$ cat config.mk
export PLATFORM = sky130hd
export DESIGN_NAME = ccss_top
export DESIGN_NICKNAME = d
export VERILOG_FILES = /design/src/inc/ccss_pkg.sv /design/src/rtl/ccss_top.sv
export SDC_FILE = /design/constraint.sdc
export NUM_CORES = 1
export LEC_CHECK = 0
export BUFFER_PORTS_ARGS = -buffer_cell sky130_fd_sc_hd__clkbuf_2
export CORE_MARGIN = 2
export CORE_UTILIZATION = 58
export CTS_CLUSTER_SIZE = 20
export DETAILED_ROUTE_END_ITERATION = 8
export PLACE_DENSITY = 0.85
export SYNTH_ARGS = -nofsm -noshare
export SYNTH_HDL_FRONTEND = slang
export SYNTH_SLANG_ARGS = --single-unit
$ cat constraint.sdc
create_clock -name aclk -period 8.4 [get_ports aclk]
set_input_delay 1.68 -clock aclk [delete_from_list [all_inputs] [get_ports aclk]]
set_output_delay 1.68 -clock aclk [all_outputs]
set_load 0.01 [all_outputs]
$ cat src/inc/ccss_pkg.sv
// Shared constants and types of the CPU clock source switch block
package ccss_pkg;

    // ------------------------------------------------------------
    // Clock and timing
    // ------------------------------------------------------------
    localparam int CLK_PERIOD_NS = 4;                 // aclk period at 250 MHz
    localparam int SWITCH_NS     = 16;                // Source change settle time
    localparam int CLK_HZ        = 250000000;         // aclk rate
    localparam int FX_HZ         = 10000000;          // Nominal crystal rate
    // Least time, rounded up to whole cycles
    localparam logic [2:0]  SWITCH_CYC = 3'((SWITCH_NS + CLK_PERIOD_NS - 1) / CLK_PERIOD_NS);
    // aclk cycles standing for one crystal period
    localparam logic [15:0] FX_PRESCALE_DFLT = 16'(CLK_HZ / FX_HZ);

    // ------------------------------------------------------------
    // Register byte offsets
    // ------------------------------------------------------------
    localparam logic [7:0] CLOCK_RUN_CONTROL_OFS       = 8'h00;
    localparam logic [7:0] SYSTEM_CLOCK_SELECT_OFS     = 8'h04;
    localparam logic [7:0] SUBSYSTEM_SOURCE_SELECT_OFS = 8'h08;
    localparam logic [7:0] OSCILLATOR_MODE_CONFIG_OFS  = 8'h0C;
    localparam logic [7:0] SETTLE_TIME_SELECT_OFS      = 8'h10;
    localparam logic [7:0] SETTLE_COUNTER_STATUS_OFS   = 8'h14;

    // ------------------------------------------------------------
    // Field positions
    // ------------------------------------------------------------
    localparam int RUN_MAIN_XTAL_STOP   = 7;
    localparam int RUN_SUB_XTAL_STOP    = 6;
    localparam int RUN_MID_OSC_ENABLE   = 1;
    localparam int RUN_FAST_OSC_STOP    = 0;
    localparam int SEL_CPU_SOURCE_STAT  = 7;
    localparam int SEL_SUBSYSTEM_SELECT = 6;
    localparam int SEL_MAIN_SOURCE_STAT = 5;
    localparam int SEL_MAIN_BIT_ZERO    = 4;
    localparam int SEL_MID_SOURCE_STAT  = 1;
    localparam int SEL_MAIN_BIT_ONE     = 0;
    localparam int SUB_SLOW_OSC_SELECT  = 0;
    localparam int MODE_EXTERNAL_INPUT  = 7;
    localparam int MODE_PIN_XTAL        = 6;
    localparam int MODE_XTAL_GAIN       = 0;
    localparam int SETTLE_SEL_W         = 3;
    localparam int SETTLE_CNT_W         = 19;
    localparam int SETTLE_THRESHOLD_FIRST_BIT = 7;
    localparam int SETTLE_THRESHOLD_LAST_BIT  = 0;

    // ------------------------------------------------------------
    // Reset values and answers
    // ------------------------------------------------------------
    localparam logic [7:0] RUN_RST        = 8'hC0;   // Both crystals stopped
    localparam logic [7:0] MODE_RST       = 8'h00;
    localparam logic [2:0] SETTLE_SEL_RST = 3'h7;    // Longest wait
    localparam logic [1:0] RESP_OKAY      = 2'h0;
    localparam logic [1:0] RESP_SLVERR    = 2'h2;
    localparam logic [SETTLE_CNT_W-1:0] SETTLE_ONE = 19'h00001;

    // Threshold exponents (crystal periods 2^n), MSB status bit first
    localparam logic [4:0] SETTLE_EXP [8] = '{5'h08, 5'h09, 5'h0A, 5'h0B,
                                              5'h0D, 5'h0F, 5'h11, 5'h12};

    // ------------------------------------------------------------
    // Types
    // ------------------------------------------------------------
    typedef enum logic [2:0] {
        CCSS_SRC_FAST = 3'b001,                       // High-speed on-chip
        CCSS_SRC_MID  = 3'b010,                       // Middle-speed on-chip
        CCSS_SRC_XTAL = 3'b100                        // High-speed system clock
    } ccss_main_e;

    typedef struct packed {
        logic fast_en;                                // High-speed on-chip runs
        logic mid_en;                                 // Middle-speed on-chip runs
        logic slow_en;                                // Low-speed on-chip runs
        logic xtal_en;                                // X1 path runs
        logic sub_xtal_en;                            // XT1 path runs
    } ccss_osc_s;

    typedef struct packed {
        logic main_pin_xtal_mode;                     // Pins serve the main clock
        logic main_external_input;                    // External clock, no crystal
        logic main_xtal_gain;                         // High gain above 10 MHz
    } ccss_pin_s;

    typedef struct packed {
        logic main_xtal_stop;
        logic sub_xtal_stop;
        logic mid_osc_enable;
        logic fast_osc_stop;
    } ccss_run_s;

    typedef struct packed {
        logic                    aw_rdy;
        logic                    w_rdy;
        logic                    aw_got;
        logic                    w_got;
        logic [7:0]              aw_addr;
        logic [7:0]              w_data;
        logic                    w_stb0;
        logic                    b_vld;
        logic [1:0]              b_resp;
        logic                    ar_rdy;
        logic                    r_vld;
        logic [1:0]              r_resp;
        logic [7:0]              r_data;
        ccss_run_s               run;
        logic                    subsystem_select;
        logic                    main_select_bit_zero;
        logic                    main_select_bit_one;
        ccss_main_e              main_src;
        logic                    cpu_on_sub;
        logic                    slow_osc_select;
        logic [7:0]              mode_cfg;
        logic                    mode_locked;
        logic [2:0]              settle_sel;
        logic [15:0]             pre_cnt;
        logic [SETTLE_CNT_W-1:0] settle_cnt;
        logic [2:0]              sw_cnt;
        ccss_osc_s               osc;
        ccss_pin_s               pin;
    } ccss_state_s;

endpackage

$ cat src/rtl/ccss_top.sv
// CPU clock source switch: oscillator control, source selection, AXI4-Lite registers
`timescale 1ns/10ps
`default_nettype none

module ccss_top #(
    parameter logic [15:0] FX_PRESCALE = ccss_pkg::FX_PRESCALE_DFLT
) (
    input  wire logic                 aclk,
    input  wire logic                 aresetn,
    input  wire logic [7:0]           s_axi_awaddr,
    input  wire logic [2:0]           s_axi_awprot,
    input  wire logic                 s_axi_awvalid,
    output logic                      s_axi_awready,
    input  wire logic [31:0]          s_axi_wdata,
    input  wire logic [3:0]           s_axi_wstrb,
    input  wire logic                 s_axi_wvalid,
    output logic                      s_axi_wready,
    output logic [1:0]                s_axi_bresp,
    output logic                      s_axi_bvalid,
    input  wire logic                 s_axi_bready,
    input  wire logic [7:0]           s_axi_araddr,
    input  wire logic [2:0]           s_axi_arprot,
    input  wire logic                 s_axi_arvalid,
    output logic                      s_axi_arready,
    output logic [31:0]               s_axi_rdata,
    output logic [1:0]                s_axi_rresp,
    output logic                      s_axi_rvalid,
    input  wire logic                 s_axi_rready,
    output ccss_pkg::ccss_osc_s       osc_ctl,
    output ccss_pkg::ccss_pin_s       pin_cfg,
    output ccss_pkg::ccss_main_e      main_src,
    output logic                      cpu_on_sub,
    output logic                      sub_from_slow
);
    import ccss_pkg::*;

    // ------------------------------------------------------------
    // State
    // ------------------------------------------------------------
    ccss_state_s s_r;                          // Whole block state
    ccss_state_s s_nxt;                        // Its next value
    logic [7:0]  settle_stat;                  // Counter status byte
    logic        settle_done;                  // Selected wait reached
    logic        xtal_rdy;                     // X1 path usable
    logic        sub_rdy;                      // Subsystem source usable
    logic        tgt_rdy;                      // Wanted main source usable
    ccss_main_e  tgt_src;                      // Wanted main source
    logic [7:0]  rd_byte;                      // Read mux result
    logic        rd_hit;                       // Read address decoded

    // ------------------------------------------------------------
    // Settle counter status, one bit per threshold
    // ------------------------------------------------------------
    // Bits light from the MSB down as the count passes each of the eight SETTLE_EXP powers of two
    for (genvar i = 0; i < 8; i++) begin : g_thr
        assign settle_stat[SETTLE_THRESHOLD_FIRST_BIT - i] =
            (s_r.settle_cnt >= (SETTLE_ONE << SETTLE_EXP[i]));
    end

    // Wait length picked by the select field
    assign settle_done = (s_r.settle_cnt >= (SETTLE_ONE << SETTLE_EXP[s_r.settle_sel]));

    // External input needs no settling; crystal waits for the counter
    assign xtal_rdy = s_r.osc.xtal_en & (s_r.pin.main_external_input | settle_done);

    // Subsystem is fed by the low-speed oscillator or by XT1
    assign sub_rdy = s_r.slow_osc_select ? s_r.osc.slow_en : s_r.osc.sub_xtal_en;

    // ------------------------------------------------------------
    // Wanted main source and its readiness
    // ------------------------------------------------------------
    always_comb begin
        // Bit zero wins; bit one alone picks middle-speed
        if (s_r.main_select_bit_zero) begin
            tgt_src = CCSS_SRC_XTAL;
        end else if (s_r.main_select_bit_one) begin
            tgt_src = CCSS_SRC_MID;
        end else begin
            tgt_src = CCSS_SRC_FAST;
        end
        unique case (tgt_src)
            CCSS_SRC_FAST: tgt_rdy = s_r.osc.fast_en;
            CCSS_SRC_MID:  tgt_rdy = s_r.osc.mid_en;
            CCSS_SRC_XTAL: tgt_rdy = xtal_rdy;
            default:       tgt_rdy = 1'b0;                      // Illegal code
        endcase
    end

    // ------------------------------------------------------------
    // Read mux
    // ------------------------------------------------------------
    always_comb begin
        rd_byte = 8'h00;
        rd_hit  = 1'b1;
        unique case (s_axi_araddr & 8'hFC)
            CLOCK_RUN_CONTROL_OFS: begin
                rd_byte[RUN_MAIN_XTAL_STOP] = s_r.run.main_xtal_stop;
                rd_byte[RUN_SUB_XTAL_STOP]  = s_r.run.sub_xtal_stop;
                rd_byte[RUN_MID_OSC_ENABLE] = s_r.run.mid_osc_enable;
                rd_byte[RUN_FAST_OSC_STOP]  = s_r.run.fast_osc_stop;
            end
            SYSTEM_CLOCK_SELECT_OFS: begin
                // Status bits show the source really in use
                rd_byte[SEL_CPU_SOURCE_STAT]  = s_r.cpu_on_sub;
                rd_byte[SEL_SUBSYSTEM_SELECT] = s_r.subsystem_select;
                rd_byte[SEL_MAIN_SOURCE_STAT] = (s_r.main_src == CCSS_SRC_XTAL);
                rd_byte[SEL_MAIN_BIT_ZERO]    = s_r.main_select_bit_zero;
                rd_byte[SEL_MID_SOURCE_STAT]  = (s_r.main_src == CCSS_SRC_MID);
                rd_byte[SEL_MAIN_BIT_ONE]     = s_r.main_select_bit_one;
            end
            SUBSYSTEM_SOURCE_SELECT_OFS: begin
                rd_byte[SUB_SLOW_OSC_SELECT] = s_r.slow_osc_select;
            end
            OSCILLATOR_MODE_CONFIG_OFS: begin
                rd_byte = s_r.mode_cfg;
            end
            SETTLE_TIME_SELECT_OFS: begin
                rd_byte[SETTLE_SEL_W-1:0] = s_r.settle_sel;
            end
            SETTLE_COUNTER_STATUS_OFS: begin
                rd_byte = settle_stat;
            end
            default: begin
                rd_hit = 1'b0;                                  // Unmapped
            end
        endcase
    end

    // ------------------------------------------------------------
    // Next state
    // ------------------------------------------------------------
    always_comb begin
        s_nxt = s_r;

        // Address and data channels are taken independently
        if (s_r.aw_rdy && s_axi_awvalid) begin
            s_nxt.aw_got  = 1'b1;
            s_nxt.aw_addr = s_axi_awaddr & 8'hFC;
        end
        if (s_r.w_rdy && s_axi_wvalid) begin
            s_nxt.w_got  = 1'b1;
            s_nxt.w_data = s_axi_wdata[7:0];
            s_nxt.w_stb0 = s_axi_wstrb[0];
        end
        if (s_r.b_vld && s_axi_bready) begin
            s_nxt.b_vld = 1'b0;
        end

        // Perform the write once both halves are held
        if (s_r.aw_got && s_r.w_got) begin
            s_nxt.aw_got = 1'b0;
            s_nxt.w_got  = 1'b0;
            s_nxt.b_vld  = 1'b1;
            s_nxt.b_resp = RESP_OKAY;
            unique case (s_r.aw_addr)
                CLOCK_RUN_CONTROL_OFS: begin
                    if (s_r.w_stb0) begin
                        s_nxt.run.main_xtal_stop = s_r.w_data[RUN_MAIN_XTAL_STOP];
                        s_nxt.run.sub_xtal_stop  = s_r.w_data[RUN_SUB_XTAL_STOP];
                        s_nxt.run.mid_osc_enable = s_r.w_data[RUN_MID_OSC_ENABLE];
                        s_nxt.run.fast_osc_stop  = s_r.w_data[RUN_FAST_OSC_STOP];
                    end
                end
                SYSTEM_CLOCK_SELECT_OFS: begin
                    if (s_r.w_stb0) begin
                        s_nxt.subsystem_select = s_r.w_data[SEL_SUBSYSTEM_SELECT];
                        // Main select frozen while the subsystem is selected
                        if (!s_r.subsystem_select) begin
                            s_nxt.main_select_bit_zero = s_r.w_data[SEL_MAIN_BIT_ZERO];
                            s_nxt.main_select_bit_one  = s_r.w_data[SEL_MAIN_BIT_ONE];
                        end
                    end
                end
                SUBSYSTEM_SOURCE_SELECT_OFS: begin
                    // Not guarded: keeping off it while on subsystem is up to software
                    if (s_r.w_stb0) begin
                        s_nxt.slow_osc_select = s_r.w_data[SUB_SLOW_OSC_SELECT];
                    end
                end
                OSCILLATOR_MODE_CONFIG_OFS: begin
                    // Any write carrying the low byte uses up the one chance
                    if (s_r.w_stb0 && !s_r.mode_locked) begin
                        s_nxt.mode_cfg    = s_r.w_data;
                        s_nxt.mode_locked = 1'b1;
                    end
                end
                SETTLE_TIME_SELECT_OFS: begin
                    if (s_r.w_stb0) begin
                        s_nxt.settle_sel = s_r.w_data[SETTLE_SEL_W-1:0];
                    end
                end
                SETTLE_COUNTER_STATUS_OFS: begin
                    // Read only; write accepted and dropped
                end
                default: begin
                    s_nxt.b_resp = RESP_SLVERR;
                end
            endcase
        end
        s_nxt.aw_rdy = !s_nxt.aw_got && !s_nxt.b_vld;
        s_nxt.w_rdy  = !s_nxt.w_got && !s_nxt.b_vld;

        // Read channel: one read at a time
        if (s_r.r_vld && s_axi_rready) begin
            s_nxt.r_vld = 1'b0;
        end
        if (s_r.ar_rdy && s_axi_arvalid) begin
            s_nxt.r_vld  = 1'b1;
            s_nxt.r_data = rd_byte;
            s_nxt.r_resp = rd_hit ? RESP_OKAY : RESP_SLVERR;
        end
        s_nxt.ar_rdy = !s_nxt.r_vld;

        // Oscillator run controls follow the register bits
        s_nxt.osc.fast_en     = !s_r.run.fast_osc_stop;
        s_nxt.osc.mid_en      = s_r.run.mid_osc_enable;
        s_nxt.osc.slow_en     = s_r.slow_osc_select;
        s_nxt.osc.sub_xtal_en = !s_r.run.sub_xtal_stop;
        // X1 runs only when the pins are given to the main clock
        s_nxt.osc.xtal_en = !s_r.run.main_xtal_stop && s_r.pin.main_pin_xtal_mode;

        // Pin configuration from the one-time mode byte
        s_nxt.pin.main_pin_xtal_mode  = s_r.mode_cfg[MODE_PIN_XTAL];
        s_nxt.pin.main_external_input = s_r.mode_cfg[MODE_EXTERNAL_INPUT]
                                        && s_r.mode_cfg[MODE_PIN_XTAL];
        s_nxt.pin.main_xtal_gain      = s_r.mode_cfg[MODE_XTAL_GAIN];

        // Crystal settle counter: cleared while stopped or on external input
        if (!s_r.osc.xtal_en || s_r.pin.main_external_input) begin
            s_nxt.pre_cnt    = 16'h0000;
            s_nxt.settle_cnt = '0;
        end else if (!settle_done) begin
            if (s_r.pre_cnt >= FX_PRESCALE - 16'h0001) begin
                s_nxt.pre_cnt    = 16'h0000;
                s_nxt.settle_cnt = s_r.settle_cnt + SETTLE_ONE;
            end else begin
                s_nxt.pre_cnt = s_r.pre_cnt + 16'h0001;
            end
        end

        // Source change: the new source takes over after a short settle,
        // and only when it is actually running, except on a return from the subsystem to the main source
        if ((tgt_src != s_r.main_src && tgt_rdy) ||
            (s_r.subsystem_select != s_r.cpu_on_sub &&
             (s_r.subsystem_select ? sub_rdy : 1'b1))) begin
            if (s_r.sw_cnt >= SWITCH_CYC - 3'h1) begin
                s_nxt.sw_cnt = 3'h0;
                if (tgt_rdy) begin
                    s_nxt.main_src = tgt_src;
                end
                if (!s_r.subsystem_select || sub_rdy) begin
                    s_nxt.cpu_on_sub = s_r.subsystem_select;
                end
            end else begin
                s_nxt.sw_cnt = s_r.sw_cnt + 3'h1;
            end
        end else begin
            s_nxt.sw_cnt = 3'h0;
        end
    end

    // ------------------------------------------------------------
    // State register
    // ------------------------------------------------------------
    always_ff @(posedge aclk) begin
        if (!aresetn) begin
            s_r                      <= '0;
            // Run bits taken straight from the reset byte, field by field
            s_r.run                  <= {RUN_RST[RUN_MAIN_XTAL_STOP], RUN_RST[RUN_SUB_XTAL_STOP],
                                         RUN_RST[RUN_MID_OSC_ENABLE], RUN_RST[RUN_FAST_OSC_STOP]};
            s_r.mode_cfg             <= MODE_RST;
            s_r.settle_sel           <= SETTLE_SEL_RST;
            s_r.main_src             <= CCSS_SRC_FAST;
            s_r.osc.fast_en          <= 1'b1;
        end else begin
            s_r <= s_nxt;
        end
    end

    // ------------------------------------------------------------
    // Outputs, all from the state register
    // ------------------------------------------------------------
    assign s_axi_awready = s_r.aw_rdy;
    assign s_axi_wready  = s_r.w_rdy;
    assign s_axi_bvalid  = s_r.b_vld;
    assign s_axi_bresp   = s_r.b_resp;
    assign s_axi_arready = s_r.ar_rdy;
    assign s_axi_rvalid  = s_r.r_vld;
    assign s_axi_rresp   = s_r.r_resp;
    assign s_axi_rdata   = {24'h000000, s_r.r_data};
    assign osc_ctl       = s_r.osc;
    assign pin_cfg       = s_r.pin;
    assign main_src      = s_r.main_src;
    assign cpu_on_sub    = s_r.cpu_on_sub;
    assign sub_from_slow = s_r.slow_osc_select;

endmodule

`default_nettype wire

==> impl_table.tex <==
\begin{tabular}{lr}
\hline
Metric & Value \\
\hline
\multicolumn{2}{l}{\textbf{Critical path}} \\
Largest fanout on the critical path & 13 \\
Endpoint class of the critical path & register \\
Slowest cell on the critical path & sky130\_fd\_sc\_hd\_\_a21oi\_1 \\
Required time of the critical path & approximately 8.7 ns \\
Crit Path Category & register to register \\
Worst-path cell chain & or3b\_2 > ha\_1 > nand4\_1 > a31oi\_1 > a21oi\_1 > nand3\_1 > or4\_1 > a21oi\_1 \\
Startpoint type of the worst setup path & register \\
Maximum single-stage delay on the critical path & between 0.7 and 0.8 ns \\
Crit path arrival time & 3.83 ns \\
Most used cell, CP & sky130\_fd\_sc\_hd\_\_a21oi\_1 \\
\multicolumn{2}{l}{\textbf{Power and ir drop}} \\
Switching fraction of total power & 0.242 \\
Worst supply voltage drop on vdd & between 0.0001 and 0.00015 V \\
Clk network pwr share & 0.339 \\
Internal power & $\sim$0.00063 W \\
Power Density & 155 nW/um\^{}2 \\
Flop pwr share & 0.601 \\
Sw power & $\sim$0.0002 W \\
Logic gate share of total power & 0.060 \\
Standby leakage power & $\sim$2.1 nW \\
\multicolumn{2}{l}{\textbf{Die}} \\
Placeable Area & about 8700 sq um \\
Die area & 9660 sq um \\
Initial Util & 0.594 \\
Die Width & 98.3 um \\
Floorplan die height & between 90 and 100 um \\
I/O pins & between 100 and 150 \\
Placement Rows & 34 \\
\multicolumn{2}{l}{\textbf{CTS}} \\
Clock tree from TritonCTS & yes \\
Number of clock sinks & around 100 \\
Max Buffers Root-to-Sink & 2 \\
H-tree level count & 3 \\
Total of cells resized after clock tree synthesis & 0 \\
Clock Pin Slew Worst Setup and Hold Paths & 0.09 ns \\
Clock insertion delay at the later pin of the skew report & between 0.3 and 0.4 ns \\
Setup bufs post-CTS & 0 \\
Number of buffers inserted by hold repair at cts & 0 \\
Number of buffers created by CTS & 9 \\
CTS Root Cell & sky130\_fd\_sc\_hd\_\_clkbuf\_8 \\
\multicolumn{2}{l}{\textbf{Routing}} \\
DRT Pass-1 Iters & 4 \\
Vias & approximately 4100 \\
Post-route DRC violation count & 0 \\
Routed WL & about 10000 um \\
Avg WL per Cell & 14.3 um \\
Number of nets with antenna violations after detailed routing & 0 \\
Via count normalized by instance count & around 5.6 \\
Initial DRC Count & 223 \\
\multicolumn{2}{l}{\textbf{Yosys}} \\
Synth cell types & 63 \\
Syn Area/Cell & roughly 8.7 sq um \\
Dominant register cell in the synthesized netlist & sky130\_fd\_sc\_hd\_\_dfxtp\_1 \\
Synth warn & 0 \\
Async set-reset flop share out of synthesis & 0 \\
Number of enable-type register cells in the synthesized netlist & 0 \\
Share of the yosys chip area belonging to registers & 0.396 \\
Synthesis-stage register bit count & a little over 100 \\
Synthesized instance count & 590 \\
Syn Std Cell Area & a little over 5000 sq um \\
\multicolumn{2}{l}{\textbf{Placed design}} \\
Port Buf Inserts & 55 \\
Final HPWL DP & approximately 7600 um \\
RD Place Congestion & 0.842 \\
\multicolumn{2}{l}{\textbf{STA}} \\
FMAX & 0.282 GHz \\
Slew Limit Fails & 0 \\
Total count of hold-check failures in the final report & 0 \\
Worst Max-Slew Pin Slew & 1.08 ns \\
Relative slew margins & 0.271 \\
RSZ-0062 raised after global routing & no \\
Setup Skew & 0.00981 ns \\
Share of the cycle needed by the critical path after routing & 0.423 \\
Finish-stage setup viols & 0 \\
Setup Total Neg Slack & 0 ns \\
Final worst hold slack & $\sim$0.41 ns \\
Final critical path time including I/O delays and setup & between 3 and 4 ns \\
\multicolumn{2}{l}{\textbf{Cells and area}} \\
Fraction of layout cells with a size suffix above 1 & 0.136 \\
ANT cells & 0 \\
Nets & 697 \\
Syn-to-layout area delta & 4.17\% \\
Number of fill cells & around 750 \\
\multicolumn{2}{l}{\textbf{Global routing}} \\
Pin count of the biggest net entering global routing & 69 \\
GRT Resource Usage Total & 0.222 \\
Total grt overflow & 0 \\
First-pass GRT wire length & about 18000 um \\
Number of global-route vias before repair & approximately 4000 \\
Antenna violations before repair & 0 \\
\multicolumn{2}{l}{\textbf{Flow run}} \\
Max-cap violation count & 0 \\
\multicolumn{2}{l}{\textbf{Run status}} \\
Result of the run & finished clean \\
\multicolumn{2}{l}{\textbf{Hold path}} \\
Hold Crit Class & register to register \\
\hline
\end{tabular}
cell type report:
cell class	count	area, sq um	area share
Clock inverter	4	30.0	0.00559
Sequential cell	102	2040	0.380
Timing Repair Buffer	57	290	0.0540
Clock buffer	12	145	0.0270
Tap cell	108	135	0.0252
Multi-Input combinational cell	427	2670	0.497
Inverter	16	60.1	0.0112
layout by cell type, fill, tap and decap left out, types with 4 or more instances in the layout:
cell | netlist | final
sky130_fd_sc_hd__a21boi_0 | 21 | 21
sky130_fd_sc_hd__a21oi_1 | 29 | 29
sky130_fd_sc_hd__a31oi_1 | 5 | 5
sky130_fd_sc_hd__a41oi_1 | 4 | 4
sky130_fd_sc_hd__and2_1 | 9 | 9
sky130_fd_sc_hd__and3_1 | 6 | 6
sky130_fd_sc_hd__clkbuf_2 | 0 | 55
sky130_fd_sc_hd__clkbuf_8 | 1 | 10
sky130_fd_sc_hd__conb_1 | 2 | 30
sky130_fd_sc_hd__dfxtp_1 | 102 | 102
sky130_fd_sc_hd__ha_1 | 19 | 19
sky130_fd_sc_hd__inv_1 | 16 | 16
sky130_fd_sc_hd__mux2i_1 | 25 | 25
sky130_fd_sc_hd__nand2_1 | 62 | 62
sky130_fd_sc_hd__nand2b_1 | 5 | 5
sky130_fd_sc_hd__nand3_1 | 29 | 29
sky130_fd_sc_hd__nand3b_1 | 5 | 5
sky130_fd_sc_hd__nand4_1 | 13 | 13
sky130_fd_sc_hd__nor2_1 | 38 | 38
sky130_fd_sc_hd__nor2b_1 | 13 | 13
sky130_fd_sc_hd__nor3_1 | 9 | 9
sky130_fd_sc_hd__nor3b_1 | 6 | 6
sky130_fd_sc_hd__nor4_1 | 8 | 8
sky130_fd_sc_hd__o211a_1 | 6 | 6
sky130_fd_sc_hd__o211ai_1 | 4 | 4
sky130_fd_sc_hd__o21ai_0 | 22 | 22
sky130_fd_sc_hd__or3_1 | 12 | 12
sky130_fd_sc_hd__xor2_1 | 9 | 9
worst max-delay path, delay by kind of cell (launching register included):
kind / cells / cell delay, ns
AO/OA/AOI/OAI: 3 / 0.98
flip-flops: 1 / 0.51
AND/OR/NAND/NOR: 4 / 1.67
adder cells (fa/ha/maj): 1 / 0.31
Yosys cell counts (3+ instances only):
cell type,n,area share
sky130_fd_sc_hd__o211ai_1,4,0.0058
sky130_fd_sc_hd__a21boi_0,21,0.031
sky130_fd_sc_hd__inv_1,16,0.012
sky130_fd_sc_hd__nor3b_1,6,0.0087
sky130_fd_sc_hd__nand3_1,29,0.028
sky130_fd_sc_hd__clkbuf_1,18,0.013
sky130_fd_sc_hd__nand2_1,62,0.045
sky130_fd_sc_hd__nand3b_1,5,0.0073
sky130_fd_sc_hd__a21oi_1,29,0.028
sky130_fd_sc_hd__and2_1,9,0.011
sky130_fd_sc_hd__buf_2,3,0.0029
sky130_fd_sc_hd__o21ai_0,22,0.021
sky130_fd_sc_hd__dfxtp_1,102,0.40
sky130_fd_sc_hd__ha_1,19,0.046
sky130_fd_sc_hd__nor2b_1,13,0.016
sky130_fd_sc_hd__buf_4,47,0.068
sky130_fd_sc_hd__xor2_1,9,0.015
sky130_fd_sc_hd__mux2i_1,25,0.049
sky130_fd_sc_hd__o211a_1,6,0.012
sky130_fd_sc_hd__a41oi_1,4,0.0068
sky130_fd_sc_hd__nand2b_1,5,0.0061
sky130_fd_sc_hd__a31oi_1,5,0.0061
sky130_fd_sc_hd__and3_1,6,0.0073
sky130_fd_sc_hd__nor3_1,9,0.0087
sky130_fd_sc_hd__nand4_1,13,0.016
sky130_fd_sc_hd__or3_1,12,0.015
sky130_fd_sc_hd__nor2_1,38,0.028
sky130_fd_sc_hd__nor4_1,8,0.0097
logic make-up (layout without fill, tap and decap cells):
logic type               Yosys count  after routing  share of synthesized area
AO/OA/AOI/OAI                    106            106                      0.137
XOR/XNOR                          11             11                     0.0187
adder cells (fa/ha/maj)           19             19                     0.0461
buffers and inverters             89             89                      0.107
flip-flops                       102            102                      0.396
multiplexers                      29             29                     0.0594
other                              2             30                    0.00146
AND/OR/NAND/NOR                  232            232                      0.235
metrics by stage:
| step | instances | setup WS (ns) | util | total power (W) | instance area, sq um |
|---|---|---|---|---|---|
| 4_1_cts | 726 | 4.85 | 0.619 | 0.000835 | 5370 |
| 5_1_grt | 726 | 4.53 | 0.619 | 0.000863 | 5370 |
| 6_report | 726 | 4.85 | 0.619 | 0.000831 | 5370 |
| 3_5_place_dp | 710 | 4.57 | 0.599 | 0.000561 | 5200 |
| 3_3_place_gp | 710 | 4.67 | 0.599 | 0.000559 | 5200 |
| 2_1_floorplan | 618 | 5.42 | - | 0.000555 | 5260 |
routing by layer:
layer  part of all wire  global-route usage  vias to the layer above
li1                   -                   -                     2046
met3              0.036              0.0465                       22
met1               0.43               0.277                     1930
met2               0.50               0.377                       80
met4              0.026              0.0875                        0
met5                  0                   0                        -
sequential cells by signal (all words and copies together) (netlist names):
name           cells
cpu_on_sub         1
main_src           3
osc_ctl            5
pin_cfg            3
s_axi_arready      1
s_axi_awready      1
s_axi_bresp        1
s_axi_bvalid       1
s_axi_rdata        8
s_axi_rresp        1
s_axi_rvalid       1
s_axi_wready       1
s_nxt              3
s_r               71
sub_from_slow      1
power groups by stage:
stage / Sequential (W) / Combinational (W) / Clock (W)
2_1_floorplan: 0.000509 / 0.0000453 / 0
3_3_place_gp: 0.000510 / 0.0000484 / 0
3_5_place_dp: 0.000511 / 0.0000501 / 0
4_1_cts: 0.000499 / 0.0000502 / 0.000286
5_1_grt: 0.000501 / 0.0000556 / 0.000307
6_report: 0.000499 / 0.0000501 / 0.000281
final timing paths:
path / slack [ns] / startpoint / cells after the start / endpoint
worst max-delay path: 4.85 / s_r[48] / 8 / s_r[26]
worst min-delay path: 0.41 / s_r[66] / 1 / osc_ctl[4]
worst max register to register: 4.85 / s_r[48] / 8 / s_r[26]
worst min register to register: 0.41 / s_r[66] / 1 / osc_ctl[4]
No activity file was read; power rests on OpenSTA's default activity.
